### config.mk
export PLATFORM = sky130hd
export DESIGN_NAME = mif_irq_end_flat
export DESIGN_NICKNAME = d
export VERILOG_FILES = /design/src/mif_pkg.sv /design/src/mif_if.sv /design/src/mif_irq_end.sv /design/src/flat_wrapper.sv
export VERILOG_INCLUDE_DIRS = /design/src
export SDC_FILE = /design/constraint.sdc
export NUM_CORES = 1
export LEC_CHECK = 0
export BUFFER_PORTS_ARGS = -buffer_cell sky130_fd_sc_hd__buf_2
export CAP_MARGIN = 5
export CORE_ASPECT_RATIO = 1.25
export CORE_MARGIN = 4
export CORE_UTILIZATION = 59
export DETAILED_ROUTE_END_ITERATION = 6
export PLACE_DENSITY = 0.85
export SETUP_SLACK_MARGIN = 0.15
export SYNTH_ARGS = -nofsm -noshare
export SYNTH_HDL_FRONTEND = slang
export SYNTH_SLANG_ARGS = --single-unit
### constraint.sdc
create_clock -name i_clk -period 3.6 [get_ports i_clk]
set_clock_uncertainty 0.2 [all_clocks]
set_input_delay 0.18 -clock i_clk [delete_from_list [all_inputs] [get_ports i_clk]]
set_output_delay 0.18 -clock i_clk [all_outputs]
set_load 0.02 [all_outputs]
### src/mif_defines.svh
// Constants of the interrupt enable, priority and flag block.
// Assumes it is included by bare name by both ends and by the package users.
//
// Overview of operation
// - Extended enable gates eight extended sources
// - One priority bit per source, one means high
// - Basic priority holds seven standard source bits
// - Extended priority mirrors extended enable layout
// - Peripheral flags two to eight ignore writes
// - Two-wire flag set by hardware, software clears
// - Peripheral flag is OR of its sources
// - Timer 2 and watchdog flags cleared inside peripherals
// - Timer overflow flags clear on handler entry
// - Timer run bits are writable enables
// - Pin summary flags follow group flags, read-only
// - Per-pin enables gate group requests
// - Group zero flag set on edge, software clears
// - Group one flag set on edge, software clears
// - Edge polarity selected per pin from outside
// - Per-pin edge latches ORed into group request
// - Software clears pin flag before summary flag; here summary flags are read-only and drop with their pin flags
// - Remaining enabled pin flags keep request asserted
// - Global and individual enable both needed
// - Requests sampled each clock, highest one vectored
// - High level first, natural order within level
// - Debug above breakpoint above all peripherals
`ifndef MIF_DEFINES_SVH
`define MIF_DEFINES_SVH
// Special register addresses.
`define MIF_ADR_TIMER_CTL 8'h88
`define MIF_ADR_EXT_FLAGS 8'h91
`define MIF_ADR_P0EN 8'h96
`define MIF_ADR_P0FG 8'h97
`define MIF_ADR_BEN 8'ha8
`define MIF_ADR_P1EN 8'hae
`define MIF_ADR_P1FG 8'haf
`define MIF_ADR_BPRI 8'hb8
`define MIF_ADR_XEN 8'he8
`define MIF_ADR_XPRI 8'hf8
// Reset value shared by every register.
`define MIF_RST_VAL 8'h00
// Timer control bit positions.
`define MIF_TC_T1_OVF 7
`define MIF_TC_T1_RUN 6
`define MIF_TC_T0_OVF 5
`define MIF_TC_T0_RUN 4
`define MIF_TC_P1F 3
`define MIF_TC_P0F 1
// Vector addresses.
`define MIF_VEC_BASE 8'h03
`define MIF_VEC_STEP 8'h08
`define MIF_VEC_T0_OVF 8'h0b
`define MIF_VEC_T1_OVF 8'h1b
`define MIF_VEC_BREAK 8'h7b
`define MIF_VEC_DEBUG 8'h83
// Controller register byte offsets on the APB side.
`define MIF_APB_CMD 12'h000
`define MIF_APB_STAT 12'h004
`define MIF_APB_IRQ 12'h008
`define MIF_APB_ACK 12'h00c
`endif

### src/mif_pkg.sv
// Types shared by both ends of the interrupt block.
// Assumes no other package; users write mif_pkg::name.
package mif_pkg;
  // One special-register byte.
  typedef logic [7:0] mif_byte_t;
  // Number of vectored peripheral sources.
  localparam int NSRC = 15;
  // Pending, enable or priority vector over the peripheral sources.
  typedef logic [NSRC-1:0] mif_src_t;
endpackage

### src/mif_if.sv
// Special register port and vector handshake between core and interrupt logic.
// Assumes one shared clock; the testbench instantiates and connects it.
`timescale 1ns/1ps
interface mif_if (
  input wire logic i_clk
);
  // Register access from the core.
  logic [7:0] sfr_addr;
  logic [7:0] sfr_wdata;
  logic sfr_wr;
  logic sfr_rd;
  logic [7:0] sfr_rdata;
  // Vector request and handler entry.
  logic irq_req;
  logic [7:0] irq_vec;
  logic irq_ack;
  logic [7:0] ack_vec;
  // The interrupt block end.
  modport dev (input i_clk, input sfr_addr, input sfr_wdata, input sfr_wr, input sfr_rd,
               output sfr_rdata, output irq_req, output irq_vec, input irq_ack,
               input ack_vec);
  // The core end.
  modport core (input i_clk, output sfr_addr, output sfr_wdata, output sfr_wr,
                output sfr_rd, input sfr_rdata, input irq_req, input irq_vec,
                output irq_ack, output ack_vec);
endinterface

### src/mif_irq_end.sv
// Interrupt enable, priority and flag logic with pin expansion.
// Assumes a core that accesses registers on the link and acknowledges vectors.
//
// Added by the designer: the APB slave port.
`timescale 1ns/1ps
`include "mif_defines.svh"
module mif_irq_end #(
  parameter int G0_PINS = 4,
  parameter int G1_PINS = 6,
  parameter int SUBSRC = 4
) (
  // Clock and reset.
  input wire logic i_clk,
  input wire logic i_rst,
  // Link to the core.
  mif_if.dev link,
  // Expanded pins and their edge selection, one means rising.
  input wire logic [G0_PINS-1:0] i_pin_group0,
  input wire logic [G1_PINS-1:0] i_pin_group1,
  input wire logic [G0_PINS-1:0] i_pin_edge_config0,
  input wire logic [G1_PINS-1:0] i_pin_edge_config1,
  // Internal peripheral events and flags.
  input wire logic i_timer0_ovf,
  input wire logic i_timer1_ovf,
  input wire logic i_timer2_flag,
  input wire logic i_watchdog_flag,
  input wire logic i_uart0_flag,
  input wire logic i_uart2_flag,
  input wire logic i_twowire_master_event,
  // Source flags of external peripherals, sources 2 to 8.
  input wire logic [6:0][SUBSRC-1:0] i_ext_src_flags,
  // Debug and breakpoint requests.
  input wire logic i_debug_request_irq,
  input wire logic i_breakpoint_irq,
  // Timer run controls.
  output logic o_timer0_run,
  output logic o_timer1_run
);
  // Software-written registers.
  logic [7:0] basic_enable_reg;
  logic [7:0] basic_priority_reg;
  logic [7:0] extended_enable_reg;
  logic [7:0] extended_priority_reg;
  logic [G0_PINS-1:0] pin_group0_enable_reg;
  logic [G1_PINS-1:0] pin_group1_enable_reg;
  logic timer0_run_reg;
  logic timer1_run_reg;
  // Hardware-set flags.
  logic [G0_PINS-1:0] pin_group0_flags_reg;
  logic [G1_PINS-1:0] pin_group1_flags_reg;
  logic timer0_overflow_flag_reg;
  logic timer1_overflow_flag_reg;
  logic twowire_master_flag_reg;
  // Pin synchronisers and previous level.
  logic [G0_PINS-1:0] p0_s1_reg, p0_s2_reg, p0_old_reg;
  logic [G1_PINS-1:0] p1_s1_reg, p1_s2_reg, p1_old_reg;
  // Qualified edges per pin.
  logic [G0_PINS-1:0] p0_edge;
  logic [G1_PINS-1:0] p1_edge;
  // Register write strobes.
  logic wr_ext_flags, wr_p0fg, wr_p1fg;
  // Peripheral flag summaries, index 0 is source 2.
  logic [6:0] ext_flag;
  // Group summary flags.
  logic pin_group0_summary_flag;
  logic pin_group1_summary_flag;
  // Group requests, gated by the per-pin enables.
  logic pin_group0_request;
  logic pin_group1_request;
  // Winners of the high and the low level, found flag on top.
  logic [4:0] hi;
  logic [4:0] lo;
  // Pending, enable and priority vectors in natural order.
  mif_pkg::mif_src_t pend, en, prio;
  // Registered outputs toward the core.
  logic req_reg;
  logic [7:0] vec_reg;
  logic [7:0] rdata_reg;

  // Vector of a natural position, counting from the first vector.
  function automatic logic [7:0] vec_of(input logic [3:0] idx);
    vec_of = `MIF_VEC_BASE + {idx[3:0], 3'b000};
  endfunction

  // Index of the first set bit in natural order, with a found flag.
  function automatic logic [4:0] first_set(input mif_pkg::mif_src_t v);
    first_set = 5'h00;
    for (int k = mif_pkg::NSRC - 1; k >= 0; k--) begin
      if (v[k]) begin
        first_set = {1'b1, 4'(k)};
      end
    end
  endfunction

  assign wr_ext_flags = link.sfr_wr && link.sfr_addr == `MIF_ADR_EXT_FLAGS;
  assign wr_p0fg = link.sfr_wr && link.sfr_addr == `MIF_ADR_P0FG;
  assign wr_p1fg = link.sfr_wr && link.sfr_addr == `MIF_ADR_P1FG;

  // Each external peripheral flag is the OR of its own source flags.
  generate
    for (genvar g = 0; g < 7; g++) begin : g_ext
      assign ext_flag[g] = |i_ext_src_flags[g];
    end
  endgenerate

  // Summary bits show every latched pin flag, enabled or not.
  assign pin_group0_summary_flag = |pin_group0_flags_reg;
  assign pin_group1_summary_flag = |pin_group1_flags_reg;
  // Requests take enabled flags only, so leftover flags re-request.
  assign pin_group0_request = |(pin_group0_flags_reg &
                                pin_group0_enable_reg);
  assign pin_group1_request = |(pin_group1_flags_reg &
                                pin_group1_enable_reg);

  // Sources in natural order; timer 2 and watchdog come straight from peripherals.
  assign pend = {ext_flag[6], ext_flag[5], ext_flag[4], i_watchdog_flag, ext_flag[2],
                 ext_flag[1], ext_flag[0], twowire_master_flag_reg, i_uart2_flag,
                 i_timer2_flag, i_uart0_flag, timer1_overflow_flag_reg,
                 pin_group1_request, timer0_overflow_flag_reg,
                 pin_group0_request};
  // Both enable layouts already line up with natural order.
  assign en = {extended_enable_reg, basic_enable_reg[6:0]} &
              {mif_pkg::NSRC{basic_enable_reg[7]}};
  assign prio = {extended_priority_reg, basic_priority_reg[6:0]};
  // First pending enabled source in each level, in natural order.
  assign hi = first_set(pend & en & prio);
  assign lo = first_set(pend & en & ~prio);

  // Edge qualification on synchronised levels, polarity chosen per pin.
  assign p0_edge = (p0_s2_reg & ~p0_old_reg & i_pin_edge_config0) |
                   (~p0_s2_reg & p0_old_reg & ~i_pin_edge_config0);
  assign p1_edge = (p1_s2_reg & ~p1_old_reg & i_pin_edge_config1) |
                   (~p1_s2_reg & p1_old_reg & ~i_pin_edge_config1);

  // Two-flop pin synchronisers plus a previous-level stage.
  always_ff @(posedge i_clk) begin
    if (i_rst) begin
      p0_s1_reg <= '0;
      p0_s2_reg <= '0;
      p0_old_reg <= '0;
      p1_s1_reg <= '0;
      p1_s2_reg <= '0;
      p1_old_reg <= '0;
    end else begin
      p0_s1_reg <= i_pin_group0;
      p0_s2_reg <= p0_s1_reg;
      p0_old_reg <= p0_s2_reg;
      p1_s1_reg <= i_pin_group1;
      p1_s2_reg <= p1_s1_reg;
      p1_old_reg <= p1_s2_reg;
    end
  end

  // Pin flags: writing zero clears a bit, a new edge in the same cycle wins.
  always_ff @(posedge i_clk) begin
    if (i_rst) begin
      pin_group0_flags_reg <= '0;
      pin_group1_flags_reg <= '0;
    end else begin
      pin_group0_flags_reg <= (wr_p0fg ? pin_group0_flags_reg & link.sfr_wdata[G0_PINS-1:0]
                               : pin_group0_flags_reg) | p0_edge;
      pin_group1_flags_reg <= (wr_p1fg ? pin_group1_flags_reg & link.sfr_wdata[G1_PINS-1:0]
                               : pin_group1_flags_reg) | p1_edge;
    end
  end

  // Timer overflow flags clear on entry to their own handler; a new overflow wins.
  always_ff @(posedge i_clk) begin
    if (i_rst) begin
      timer0_overflow_flag_reg <= 1'b0;
      timer1_overflow_flag_reg <= 1'b0;
    end else begin
      timer0_overflow_flag_reg <= i_timer0_ovf || (timer0_overflow_flag_reg &&
                                  !(link.irq_ack && link.ack_vec == `MIF_VEC_T0_OVF));
      timer1_overflow_flag_reg <= i_timer1_ovf || (timer1_overflow_flag_reg &&
                                  !(link.irq_ack && link.ack_vec == `MIF_VEC_T1_OVF));
    end
  end

  // Two-wire master flag: only software clears it, the event wins.
  always_ff @(posedge i_clk) begin
    if (i_rst) begin
      twowire_master_flag_reg <= 1'b0;
    end else begin
      twowire_master_flag_reg <= i_twowire_master_event || (twowire_master_flag_reg &&
                                 !(wr_ext_flags && !link.sfr_wdata[0]));
    end
  end

  // Plain read-write control registers.
  always_ff @(posedge i_clk) begin
    if (i_rst) begin
      basic_enable_reg <= `MIF_RST_VAL;
      basic_priority_reg <= `MIF_RST_VAL;
      extended_enable_reg <= `MIF_RST_VAL;
      extended_priority_reg <= `MIF_RST_VAL;
      pin_group0_enable_reg <= '0;
      pin_group1_enable_reg <= '0;
      timer0_run_reg <= 1'b0;
      timer1_run_reg <= 1'b0;
    end else if (link.sfr_wr) begin
      unique case (link.sfr_addr)
        `MIF_ADR_BEN: basic_enable_reg <= link.sfr_wdata;
        `MIF_ADR_BPRI: basic_priority_reg <= {1'b0, link.sfr_wdata[6:0]};
        `MIF_ADR_XEN: extended_enable_reg <= link.sfr_wdata;
        `MIF_ADR_XPRI: extended_priority_reg <= link.sfr_wdata;
        `MIF_ADR_P0EN: pin_group0_enable_reg <= link.sfr_wdata[G0_PINS-1:0];
        `MIF_ADR_P1EN: pin_group1_enable_reg <= link.sfr_wdata[G1_PINS-1:0];
        `MIF_ADR_TIMER_CTL: begin
          timer1_run_reg <= link.sfr_wdata[`MIF_TC_T1_RUN];
          timer0_run_reg <= link.sfr_wdata[`MIF_TC_T0_RUN];
        end
        default: begin
        end
      endcase
    end
  end

  // Read answer one cycle after the strobe; unused bits read zero.
  always_ff @(posedge i_clk) begin
    if (i_rst) begin
      rdata_reg <= `MIF_RST_VAL;
    end else if (link.sfr_rd) begin
      unique case (link.sfr_addr)
        `MIF_ADR_TIMER_CTL: rdata_reg <= {timer1_overflow_flag_reg, timer1_run_reg,
                                     timer0_overflow_flag_reg, timer0_run_reg,
                                     pin_group1_summary_flag, 1'b0,
                                     pin_group0_summary_flag, 1'b0};
        `MIF_ADR_EXT_FLAGS: rdata_reg <= {ext_flag[6:4], 1'b0, ext_flag[2:0],
                                     twowire_master_flag_reg};
        `MIF_ADR_BEN: rdata_reg <= basic_enable_reg;
        `MIF_ADR_BPRI: rdata_reg <= basic_priority_reg;
        `MIF_ADR_XEN: rdata_reg <= extended_enable_reg;
        `MIF_ADR_XPRI: rdata_reg <= extended_priority_reg;
        `MIF_ADR_P0EN: rdata_reg <= 8'(pin_group0_enable_reg);
        `MIF_ADR_P0FG: rdata_reg <= 8'(pin_group0_flags_reg);
        `MIF_ADR_P1EN: rdata_reg <= 8'(pin_group1_enable_reg);
        `MIF_ADR_P1FG: rdata_reg <= 8'(pin_group1_flags_reg);
        default: rdata_reg <= `MIF_RST_VAL;
      endcase
    end
  end

  // Vector choice sampled each edge: debug, breakpoint, high level, low level.
  always_ff @(posedge i_clk) begin
    if (i_rst) begin
      req_reg <= 1'b0;
      vec_reg <= `MIF_RST_VAL;
    end else begin
      req_reg <= i_debug_request_irq || i_breakpoint_irq || hi[4] || lo[4];
      if (i_debug_request_irq) begin
        vec_reg <= `MIF_VEC_DEBUG;
      end else if (i_breakpoint_irq) begin
        vec_reg <= `MIF_VEC_BREAK;
      end else if (hi[4]) begin
        vec_reg <= vec_of(hi[3:0]);
      end else if (lo[4]) begin
        vec_reg <= vec_of(lo[3:0]);
      end else begin
        vec_reg <= `MIF_RST_VAL;
      end
    end
  end

  assign link.sfr_rdata = rdata_reg;
  assign link.irq_req = req_reg;
  assign link.irq_vec = vec_reg;
  assign o_timer0_run = timer0_run_reg;
  assign o_timer1_run = timer1_run_reg;
endmodule

### src/flat_wrapper.sv
// flat-port wrapper written by rule: the top's interface ports become plain ports
module mif_irq_end_flat 
#(
  parameter int G0_PINS = 4,
  parameter int G1_PINS = 6,
  parameter int SUBSRC = 4
)
  (i_clk, i_rst, i_pin_group0, i_pin_group1, i_pin_edge_config0, i_pin_edge_config1, i_timer0_ovf, i_timer1_ovf, i_timer2_flag, i_watchdog_flag, i_uart0_flag, i_uart2_flag, i_twowire_master_event, i_ext_src_flags, i_debug_request_irq, i_breakpoint_irq, o_timer0_run, o_timer1_run, link_sfr_addr, link_sfr_wdata, link_sfr_wr, link_sfr_rd, link_sfr_rdata, link_irq_req, link_irq_vec, link_irq_ack, link_ack_vec);
  mif_if link_i (.i_clk(i_clk));
  input wire logic i_clk;
  input wire logic i_rst;
  input wire logic [G0_PINS-1:0] i_pin_group0;
  input wire logic [G1_PINS-1:0] i_pin_group1;
  input wire logic [G0_PINS-1:0] i_pin_edge_config0;
  input wire logic [G1_PINS-1:0] i_pin_edge_config1;
  input wire logic i_timer0_ovf;
  input wire logic i_timer1_ovf;
  input wire logic i_timer2_flag;
  input wire logic i_watchdog_flag;
  input wire logic i_uart0_flag;
  input wire logic i_uart2_flag;
  input wire logic i_twowire_master_event;
  input wire logic [6:0][SUBSRC-1:0] i_ext_src_flags;
  input wire logic i_debug_request_irq;
  input wire logic i_breakpoint_irq;
  output logic o_timer0_run;
  output logic o_timer1_run;
  input wire logic [$bits(link_i.sfr_addr)-1:0] link_sfr_addr;
  input wire logic [$bits(link_i.sfr_wdata)-1:0] link_sfr_wdata;
  input wire logic [$bits(link_i.sfr_wr)-1:0] link_sfr_wr;
  input wire logic [$bits(link_i.sfr_rd)-1:0] link_sfr_rd;
  output wire logic [$bits(link_i.sfr_rdata)-1:0] link_sfr_rdata;
  output wire logic [$bits(link_i.irq_req)-1:0] link_irq_req;
  output wire logic [$bits(link_i.irq_vec)-1:0] link_irq_vec;
  input wire logic [$bits(link_i.irq_ack)-1:0] link_irq_ack;
  input wire logic [$bits(link_i.ack_vec)-1:0] link_ack_vec;
  assign link_i.sfr_addr = link_sfr_addr;
  assign link_i.sfr_wdata = link_sfr_wdata;
  assign link_i.sfr_wr = link_sfr_wr;
  assign link_i.sfr_rd = link_sfr_rd;
  assign link_sfr_rdata = link_i.sfr_rdata;
  assign link_irq_req = link_i.irq_req;
  assign link_irq_vec = link_i.irq_vec;
  assign link_i.irq_ack = link_irq_ack;
  assign link_i.ack_vec = link_ack_vec;
  mif_irq_end #(.G0_PINS(G0_PINS), .G1_PINS(G1_PINS), .SUBSRC(SUBSRC)) u_core (.i_clk(i_clk), .i_rst(i_rst), .link(link_i), .i_pin_group0(i_pin_group0), .i_pin_group1(i_pin_group1), .i_pin_edge_config0(i_pin_edge_config0), .i_pin_edge_config1(i_pin_edge_config1), .i_timer0_ovf(i_timer0_ovf), .i_timer1_ovf(i_timer1_ovf), .i_timer2_flag(i_timer2_flag), .i_watchdog_flag(i_watchdog_flag), .i_uart0_flag(i_uart0_flag), .i_uart2_flag(i_uart2_flag), .i_twowire_master_event(i_twowire_master_event), .i_ext_src_flags(i_ext_src_flags), .i_debug_request_irq(i_debug_request_irq), .i_breakpoint_irq(i_breakpoint_irq), .o_timer0_run(o_timer0_run), .o_timer1_run(o_timer1_run));
endmodule
Word-level counts from Yosys, hierarchy flattened
Cells that the tools add are included.
Word-level totals
  register bits after elaboration: 103
  output and inout port bits: 19
Cells by class
  add/sub/neg operators: 2
  equality and inequality tests: 12
  multiplexer cells: 37
  bitwise gates (word level): 27
  reductions and logical operators: 38
Operators by type and width (count)
  $mux 5: 30
  $eq 8x8->1 const B: 10
  $pmux 8 s10: 1
  $and 15x15->15: 4
  $and 6x6->6: 6
  $mux 8: 4
  $reduce_or 4->1: 8
  $and 4x4->4: 6
  $not 6->6: 3
  $add 2x7->8 const A: 2
  $not 15->15: 1
  $reduce_and 2->1: 7
  $not 4->4: 3
  $or 6x6->6: 2
  $reduce_or 6->1: 2
  $logic_and 1x1->1: 9
  $eq 8x4->1 const B: 1
  $eq 8x5->1 const B: 1
  $or 4x4->4: 2
  $logic_or 1x1->1: 6
  $mux 6: 1
  $logic_not 1->1: 4
  $mux 4: 1
  $reduce_or 3->1: 1
  $reduce_or 2->1: 1

Logic depth before layout (Yosys ltp)
Gate-level depths: netlist (run 1).
  depth after elaboration: 24
  depth in mapped cells: 8
  depth with buffers taken out: 6

Worst setup path after synthesis (run 1)
Ideal clock, no wire load.
  kind: input -> register
  start: input port i_ext_src_flags[9] (netlist bit)
  end: register u_core.vec_reg[4] (netlist: u_core.link.irq_vec[4])
  library setup time: 0.128 ns
  data arrival time: 1.626 ns
  data required time: 3.272 ns
  setup slack: 1.646 ns
  stages on the path: 6
  path buffers: 0
  path through: or4_4 -> a41o_1 -> a31oi_1 -> o31ai_1 -> a2111oi_2 -> o32ai_1
Between the ends
  longest elaborated chain between the ends: 18
  elaborated cells between the ends (all ways): 31
  classes of those cells: add/sub (2); mux (25); bitwise (3); reduce/logical (1)
Ends and longest elaborated chain
  from (decl): line flat_wrapper.sv:23  | input wire logic [6:0][SUBSRC-1:0] i_ext_src_flags;
  $reduce_or 4->1 (*): line mif_irq_end.sv:102  | assign ext_flag[g] = |i_ext_src_flags[g];
  $and 15x15->15 (*): line mif_irq_end.sv:126, mif_irq_end.sv:127
  $and 15x15->15: line mif_irq_end.sv:127  | assign lo = first_set(pend & en & ~prio);
  $mux 5 (11 in series): line mif_irq_end.sv:89  | if (v[k]) begin
  $add 2x7->8 (no line)
  $mux 8: line mif_irq_end.sv:257  | end else if (lo[4]) begin
  $mux 8 (*): line mif_irq_end.sv:255  | end else if (hi[4]) begin
  $mux 8 (*): line mif_irq_end.sv:253  | end else if (i_breakpoint_irq) begin
  to (signal assigned): line mif_irq_end.sv:254  | vec_reg <= `MIF_VEC_BREAK;
  to (signal assigned): line mif_irq_end.sv:256  | vec_reg <= vec_of(hi[3:0]);
  to (signal assigned): line mif_irq_end.sv:258  | vec_reg <= vec_of(lo[3:0]);
  to (decl): line mif_irq_end.sv:77  | logic [7:0] vec_reg;
Every way passes the cells marked *; elsewhere a longest branch is shown, timed or not.
A chain may end at the register's enable or synchronous reset.

Final worst setup path (run 1)
  start: register u_core.basic_enable_reg[7]
  end: register u_core.vec_reg[4] (netlist: u_core.link.irq_vec[4])
Between the ends
  longest elaborated chain between the ends: 22
  elaborated cells between the ends (all ways): 39
  classes of those cells: add/sub (2); mux (33); bitwise (4)
Ends and longest elaborated chain
  from (decl): line mif_irq_end.sv:40  | logic [7:0] basic_enable_reg;
  from (signal assigned): line mif_irq_end.sv:193  | basic_enable_reg <= `MIF_RST_VAL;
  from (signal assigned): line mif_irq_end.sv:203  | `MIF_ADR_BEN: basic_enable_reg <= link.sfr_wdata;
  $and 15x15->15 (*): line mif_irq_end.sv:122  | assign en = {extended_enable_reg, basic_enable_reg[6:0]} &
  $and 15x15->15 (*): line mif_irq_end.sv:126, mif_irq_end.sv:127
  $and 15x15->15: line mif_irq_end.sv:127
  $mux 5 (15 in series): line mif_irq_end.sv:89
  $add 2x7->8 (no line)
  $mux 8: line mif_irq_end.sv:257
  $mux 8 (*): line mif_irq_end.sv:255
  $mux 8 (*): line mif_irq_end.sv:253
Marks and branches as above.

==> flow_metrics.tcl, run 1 <==
set metrics [dict create \
    cp_max_fo 32 \
    synth.area.top_cells "dfxtp_1, mux2i_1, nor2_1" \
    grt_usage 0.268 \
    yosysTopAreaCell "dfxtp_1" \
    slew_headroom 0.314 \
    ys_warn_count 0 \
    cp_top_family "simple AND/OR/NAND/NOR gates" \
    row_count 37 \
    io_pins 105 \
    synth_top_area_frac 0.408 \
    drv_cap 0 \
    fin_crit_ns 2.78 \
    whs_ns 0.0314 \
    end_kind "flip-flop" \
    grt_pass1_wl_um 21800 \
    maxSlewViolCount 0 \
    diodes 0 \
    clock-root-buffer "clkbuf_8" \
    avgRoutedWirePerCell_um 18.0 \
    tritoncts.num_buffers 9 \
    setup_viol 0 \
    clk_pin_slew_worst_paths_ns 0.10 \
    required_ns 3.67 \
    synth_ff_type "dfxtp_1" \
    antenna_left 0 \
    portBuffers 99 \
    num_vias 4599 \
    die_w_um 89.9 \
    avgSynthCellArea_um2 9.32 \
    ys_ff_latch 101 \
    routed_wl_um 13500 \
    cts_resized 0 \
    async_reset_ff_frac 0 \
    critical_path_class "reg -> reg" \
    antenna_found_initial 0 \
    first_global_vias 4651 \
    crit_buf_inv 0 \
    powerDensity_mw_per_mm2 370 \
    clk_latency_ns 0.37 \
    syn-instance-count 531 \
    ys_seq_area_frac 0.408 \
    fmax_mhz 359 \
    viasPerCell 6.14 \
    firstDrtPassIters 7 \
    area_growth_pct 21.8 \
    worst_path_max_delay_cell "dfxtp_1" \
    worst_path_largest_cell_delay_ns 0.66 \
    yosys-top-cells-count "dfxtp_1, nor2_1, mux2i_1" \
    cts_tree "yes" \
    drt_iter0_drc 327 \
    p_leak_nw 2.51 \
    grt_max_degree 33 \
    post-synth-top-count-cell "dfxtp_1" \
    cts_sinks 101 \
    tightest_slew_ns 1.03 \
    status "finished, final reports clean" \
    gr-total-overflow 0 \
    drive_gt1_frac 0.252 \
    crit_chain "and4_1 -> nor4_1 -> nand4_2 -> nor3b_4 -> o211ai_2 -> o32ai_1" \
    nets 733 \
    start_util 0.604 \
    drc 0 \
    arrival_ns 2.85 \
    vdd_drop_max_mv 0.328 \
    hp-class "in -> reg" \
    htreeDepth 3 \
    synth_area_mm2 0.00495 \
    cp-start-kind "flip-flop" \
    dieArea_mm2 0.00993 \
    synthesis.nets 617 \
    cts_buffer_depth 2 \
    synth_enable_flop_cells 0 \
    rsz0062_at_grt "no" \
    fin_crit_sh 0.773 \
    final_hold_viol_count 0 \
    final.setup.tns_ns 0 \
    synth.distinct_cells 62 \
    place.gp.congestion 0.887 \
    place_hpwl_um 9620 \
    coreArea_mm2 0.00819 \
    die_h_um 110 \
]
[layout make-up]
type                       count  area [um^2]
clock buffer                  10          138
clock inverter                 6          115
fill                         594         2160
inverter                       5         18.8
multi-input combinational    394         2760
sequential                   101         2020
tap                           97          121
timing repair buffer         136          858
[what timing repair did]
item,in CTS,in global routing
buffers inserted,0,0
hold endpoints to repair,57,0
hold buffers,34,0
setup endpoints to repair,0,0
[cells by family after synthesis]
logic type | share of synthesized area
AO/OA/AOI/OAI | 0.143
other | 0.000757
buffers and inverters | 0.0349
AND/OR/NAND/NOR | 0.279
multiplexers | 0.134
flip-flops | 0.408
[cell usage in the layout (no fill, tap or decap), drive strengths merged, types with 4 or more instances in the layout]
| cell type | count |
|---|---|
| a21oi | 25 |
| a22oi | 11 |
| a31oi | 15 |
| and3b | 4 |
| and4 | 8 |
| buf | 102 |
| clkbuf | 10 |
| dfxtp | 101 |
| dlygate4sd3 | 34 |
| inv | 7 |
| mux2 | 12 |
| mux2i | 44 |
| mux4 | 4 |
| nand2 | 25 |
| nand3 | 14 |
| nand3b | 14 |
| nand4 | 9 |
| nand4b | 7 |
| nor2 | 70 |
| nor2b | 32 |
| nor3 | 9 |
| nor3b | 4 |
| nor4 | 6 |
| o211ai | 4 |
| o21ai | 16 |
| o31ai | 7 |
| or3 | 4 |
| or3b | 10 |
| or4 | 6 |
[routing by layer]
layer | vias up | global-route usage | part of all wire
met5 | - | 0 | 0
li1 | 2200 | - | -
met1 | 2166 | 0.297 | 0.39
met2 | 183 | 0.489 | 0.52
met4 | 0 | 0.130 | 0.038
met3 | 50 | 0.0504 | 0.058
[worst register-to-register path, delay by kind of cell, from the launching register on]
family,cells,cell delay (ns)
and+or+nand+nor,4,1.52
AOI/OAI and AO/OA,2,0.31
DFF,1,0.66
[stage by stage]
| stage | utilization | power (mW) | instances | setup slack (ns) | instance area, um^2 |
|---|---|---|---|---|---|
| floorplan | - | 1.26 | 531 | 1.65 | 4950 |
| global placement | 0.663 | 1.34 | 699 | 1.00 | 5440 |
| detailed placement | 0.663 | 1.34 | 699 | 0.894 | 5440 |
| CTS | 0.736 | 2.23 | 749 | 0.855 | 6030 |
| global route | 0.736 | 2.31 | 749 | 0.675 | 6030 |
| finish | 0.736 | 2.23 | 749 | 0.816 | 6030 |
[power breakdown]
group          internal, mW  switching [mW]  leakage [nW]
registers              1.14          0.0175         0.822
logic                0.0944          0.0963          1.57
clock network         0.485           0.393         0.124
[path summary, 6_finish.rpt]
kind / from / end / slack, ns / cells past startpoint
setup / recovery: u_core.basic_enable_reg[7] / u_core.link.irq_vec[4] / 0.82 / 6
hold / removal: link_sfr_wdata[3] / u_core.basic_enable_reg[3] / 0.03 / 3
setup reg to reg: u_core.basic_enable_reg[7] / u_core.link.irq_vec[4] / 0.82 / 6
hold reg to reg: u_core.p0_s1_reg[2] / u_core.p0_s2_reg[2] / 0.25 / 1
(Power assumes the default switching activity.)
==> run 2, diff against run 1 <==
--- a/config.mk
+++ b/config.mk
@@ -10,9 +10,9 @@
 export CAP_MARGIN = 5
 export CORE_ASPECT_RATIO = 1.25
 export CORE_MARGIN = 4
-export CORE_UTILIZATION = 59
+export CORE_UTILIZATION = 55
 export DETAILED_ROUTE_END_ITERATION = 6
-export PLACE_DENSITY = 0.85
+export PLACE_DENSITY = 0.8
 export SETUP_SLACK_MARGIN = 0.15
 export SYNTH_ARGS = -nofsm -noshare
 export SYNTH_HDL_FRONTEND = slang
==> constraint.sdc (replaced) <==
create_clock -name i_clk -period 2.84 [get_ports i_clk]
set_clock_uncertainty 0.2 [all_clocks]
set_input_delay 0.142 -clock i_clk [delete_from_list [all_inputs] [get_ports i_clk]]
set_output_delay 0.142 -clock i_clk [all_outputs]
set_load 0.02 [all_outputs]
==> flow_metrics.tcl, run 2 (synthesis gave the netlist of run 1 again) <==
set metrics [dict create \
    status "finished, final reports clean" \
    worst_path_largest_cell_delay_ns 0.55 \
    place_area_mm2 0.00550 \
    start_util 0.566 \
    critical_path_class "reg -> reg" \
    row_count 38 \
    worstReg2RegStart "u_core.basic_enable_reg[7]" \
    cts_sinks 101 \
    total_power_mw 2.66 \
    tritoncts.num_buffers 9 \
    first_global_vias 4455 \
    fin_crit_ns 2.41 \
    final_common_cell "dfxtp_1" \
    required_ns 2.93 \
    arrival_ns 2.50 \
    cp_max_fo 23 \
    regArea_mm2 0.00202 \
    setup_viol 0 \
    clock-root-buffer "clkbuf_8" \
    seq_power_share 0.553 \
    rsz0062_at_grt "no" \
    grt_max_degree 98 \
    min-delay-start "link_sfr_wr" \
    worst_path_max_delay_cell "dfxtp_1" \
    portBuffers 99 \
    nets 741 \
    p_sw_uw 715 \
    routed_wl_um 13400 \
    die_w_um 92.9 \
    comb_power_share 0.094 \
    grt_pass1_wl_um 21100 \
    cts_buffer_depth 2 \
    io_pins 105 \
    drive_gt1_frac 0.255 \
    setup_ws_ns 0.428 \
    powerDensity_mw_per_mm2 435 \
    htreeDepth 3 \
    diodes 0 \
    crit_chain "and4_1 -> nor4_2 -> nand4_2 -> nor3b_4 -> o211ai_2 -> o32ai_1" \
    dp_worst_setup_slack_ns 0.316 \
    tightest_slew_ns 0.682 \
    num_vias 4634 \
    critical_path.startpoint "u_core.basic_enable_reg[7]" \
    post_cts_buffers 0 \
    gr-total-overflow 0 \
    fmax_mhz 415 \
    multiInputGateArea_mm2 0.00276 \
    drc 0 \
    fin_crit_sh 0.849 \
    die_h_um 114 \
    antenna_left 0 \
    clk_pin_slew_worst_paths_ns 0.11 \
    dieArea_mm2 0.0106 \
    clk_latency_ns 0.38 \
    final_cell_area_mm2 0.00611 \
    cts_tree "yes" \
    cp-start-kind "flip-flop" \
    drv_cap 0 \
    nFillCells 709 \
    area_growth_pct 23.5 \
    avgRoutedWirePerCell_um 17.1 \
    place.gp.congestion 0.841 \
    vdd_drop_max_mv 0.420 \
    slew_headroom 0.545 \
    final_hold_viol_count 0 \
    hp-class "in -> reg" \
    coreArea_mm2 0.00875 \
    p_clk_frac 0.353 \
    place_hpwl_um 9590 \
    mostFrequentLayoutCells "dfxtp_1, buf_2, nor2_1, mux2i_1, dlygate4sd3_1" \
    antenna_found_initial 0 \
    drt_iter0_drc 300 \
    end_kind "flip-flop" \
    p_leak_nw 2.54 \
    viasPerCell 5.94 \
    p_sw_frac 0.269 \
    final.setup.tns_ns 0 \
    firstDrtPassIters 5 \
    intPower_mw 1.94 \
    grt_usage 0.250 \
    maxSlewViolCount 0 \
]
[run 2: changes by cell type in the layout (fill, tap and decap cells not counted), sizes merged]
cell	change
dlygate4sd3	+5
buf	+3
bufinv	-3
inv	+3
clkinv	+2
clkbuf	-1
clkinvlp	-1
[run 2: repair_timing]
item	4_1_cts	5_1_grt
hold buffers	39	0
hold endpoints to repair	74	0
resized for setup	0	1
setup endpoints to repair	0	2
[run 2: stage by stage]
stage               std cells  utilization  hold WS (ns)
floorplan                 531            -        0.0594
global placement          725        0.629         0.149
detailed placement        725        0.629         0.154
CTS                       780        0.698        0.0425
global route              780        0.699        0.0765
finish                    780        0.699        0.0621
[run 2: area by class of cell]
class | count | area share
sequential | 101 | 0.331
clock buffer | 9 | 0.0203
inverter | 5 | 0.00307
clock inverter | 7 | 0.0149
multi-input combinational | 394 | 0.452
timing repair buffer | 144 | 0.154
tap | 120 | 0.0246
[run 2: final timing paths]
check / end / slack [ns] / cells after the start
max: u_core.link.irq_vec[4] / 0.43 / 6
min: u_core.o_timer1_run / 0.06 / 4
max reg2reg: u_core.link.irq_vec[4] / 0.43 / 6
min reg2reg: u_core.p1_s2_reg[0] / 0.25 / 1
[run 2: per-layer routing]
metal,routed length (um),vias to the layer above,global-route usage
li1,-,2214,-
met1,5180,2186,0.283
met2,6830,189,0.441
met3,780,45,0.0401
met4,563,0,0.145
met5,0,-,0
[run 2: critical path, delay by kind of cell (launching register included)]
family             cells  cell delay [ns]
DFF                    1             0.55
and+or+nand+nor        4             1.28
AOI/OAI and AO/OA      2             0.30
[run 2: power by group through the flow]
| stage | Sequential [mW] | Clock [mW] | Combinational [mW] |
|---|---|---|---|
| 6_report | 1.47 | 0.937 | 0.249 |
| 5_1_grt | 1.47 | 1.01 | 0.272 |
| 4_1_cts | 1.47 | 0.955 | 0.246 |
| 3_5_place_dp | 1.50 | 0 | 0.204 |
| 3_3_place_gp | 1.50 | 0 | 0.198 |
| 2_1_floorplan | 1.50 | 0 | 0.100 |
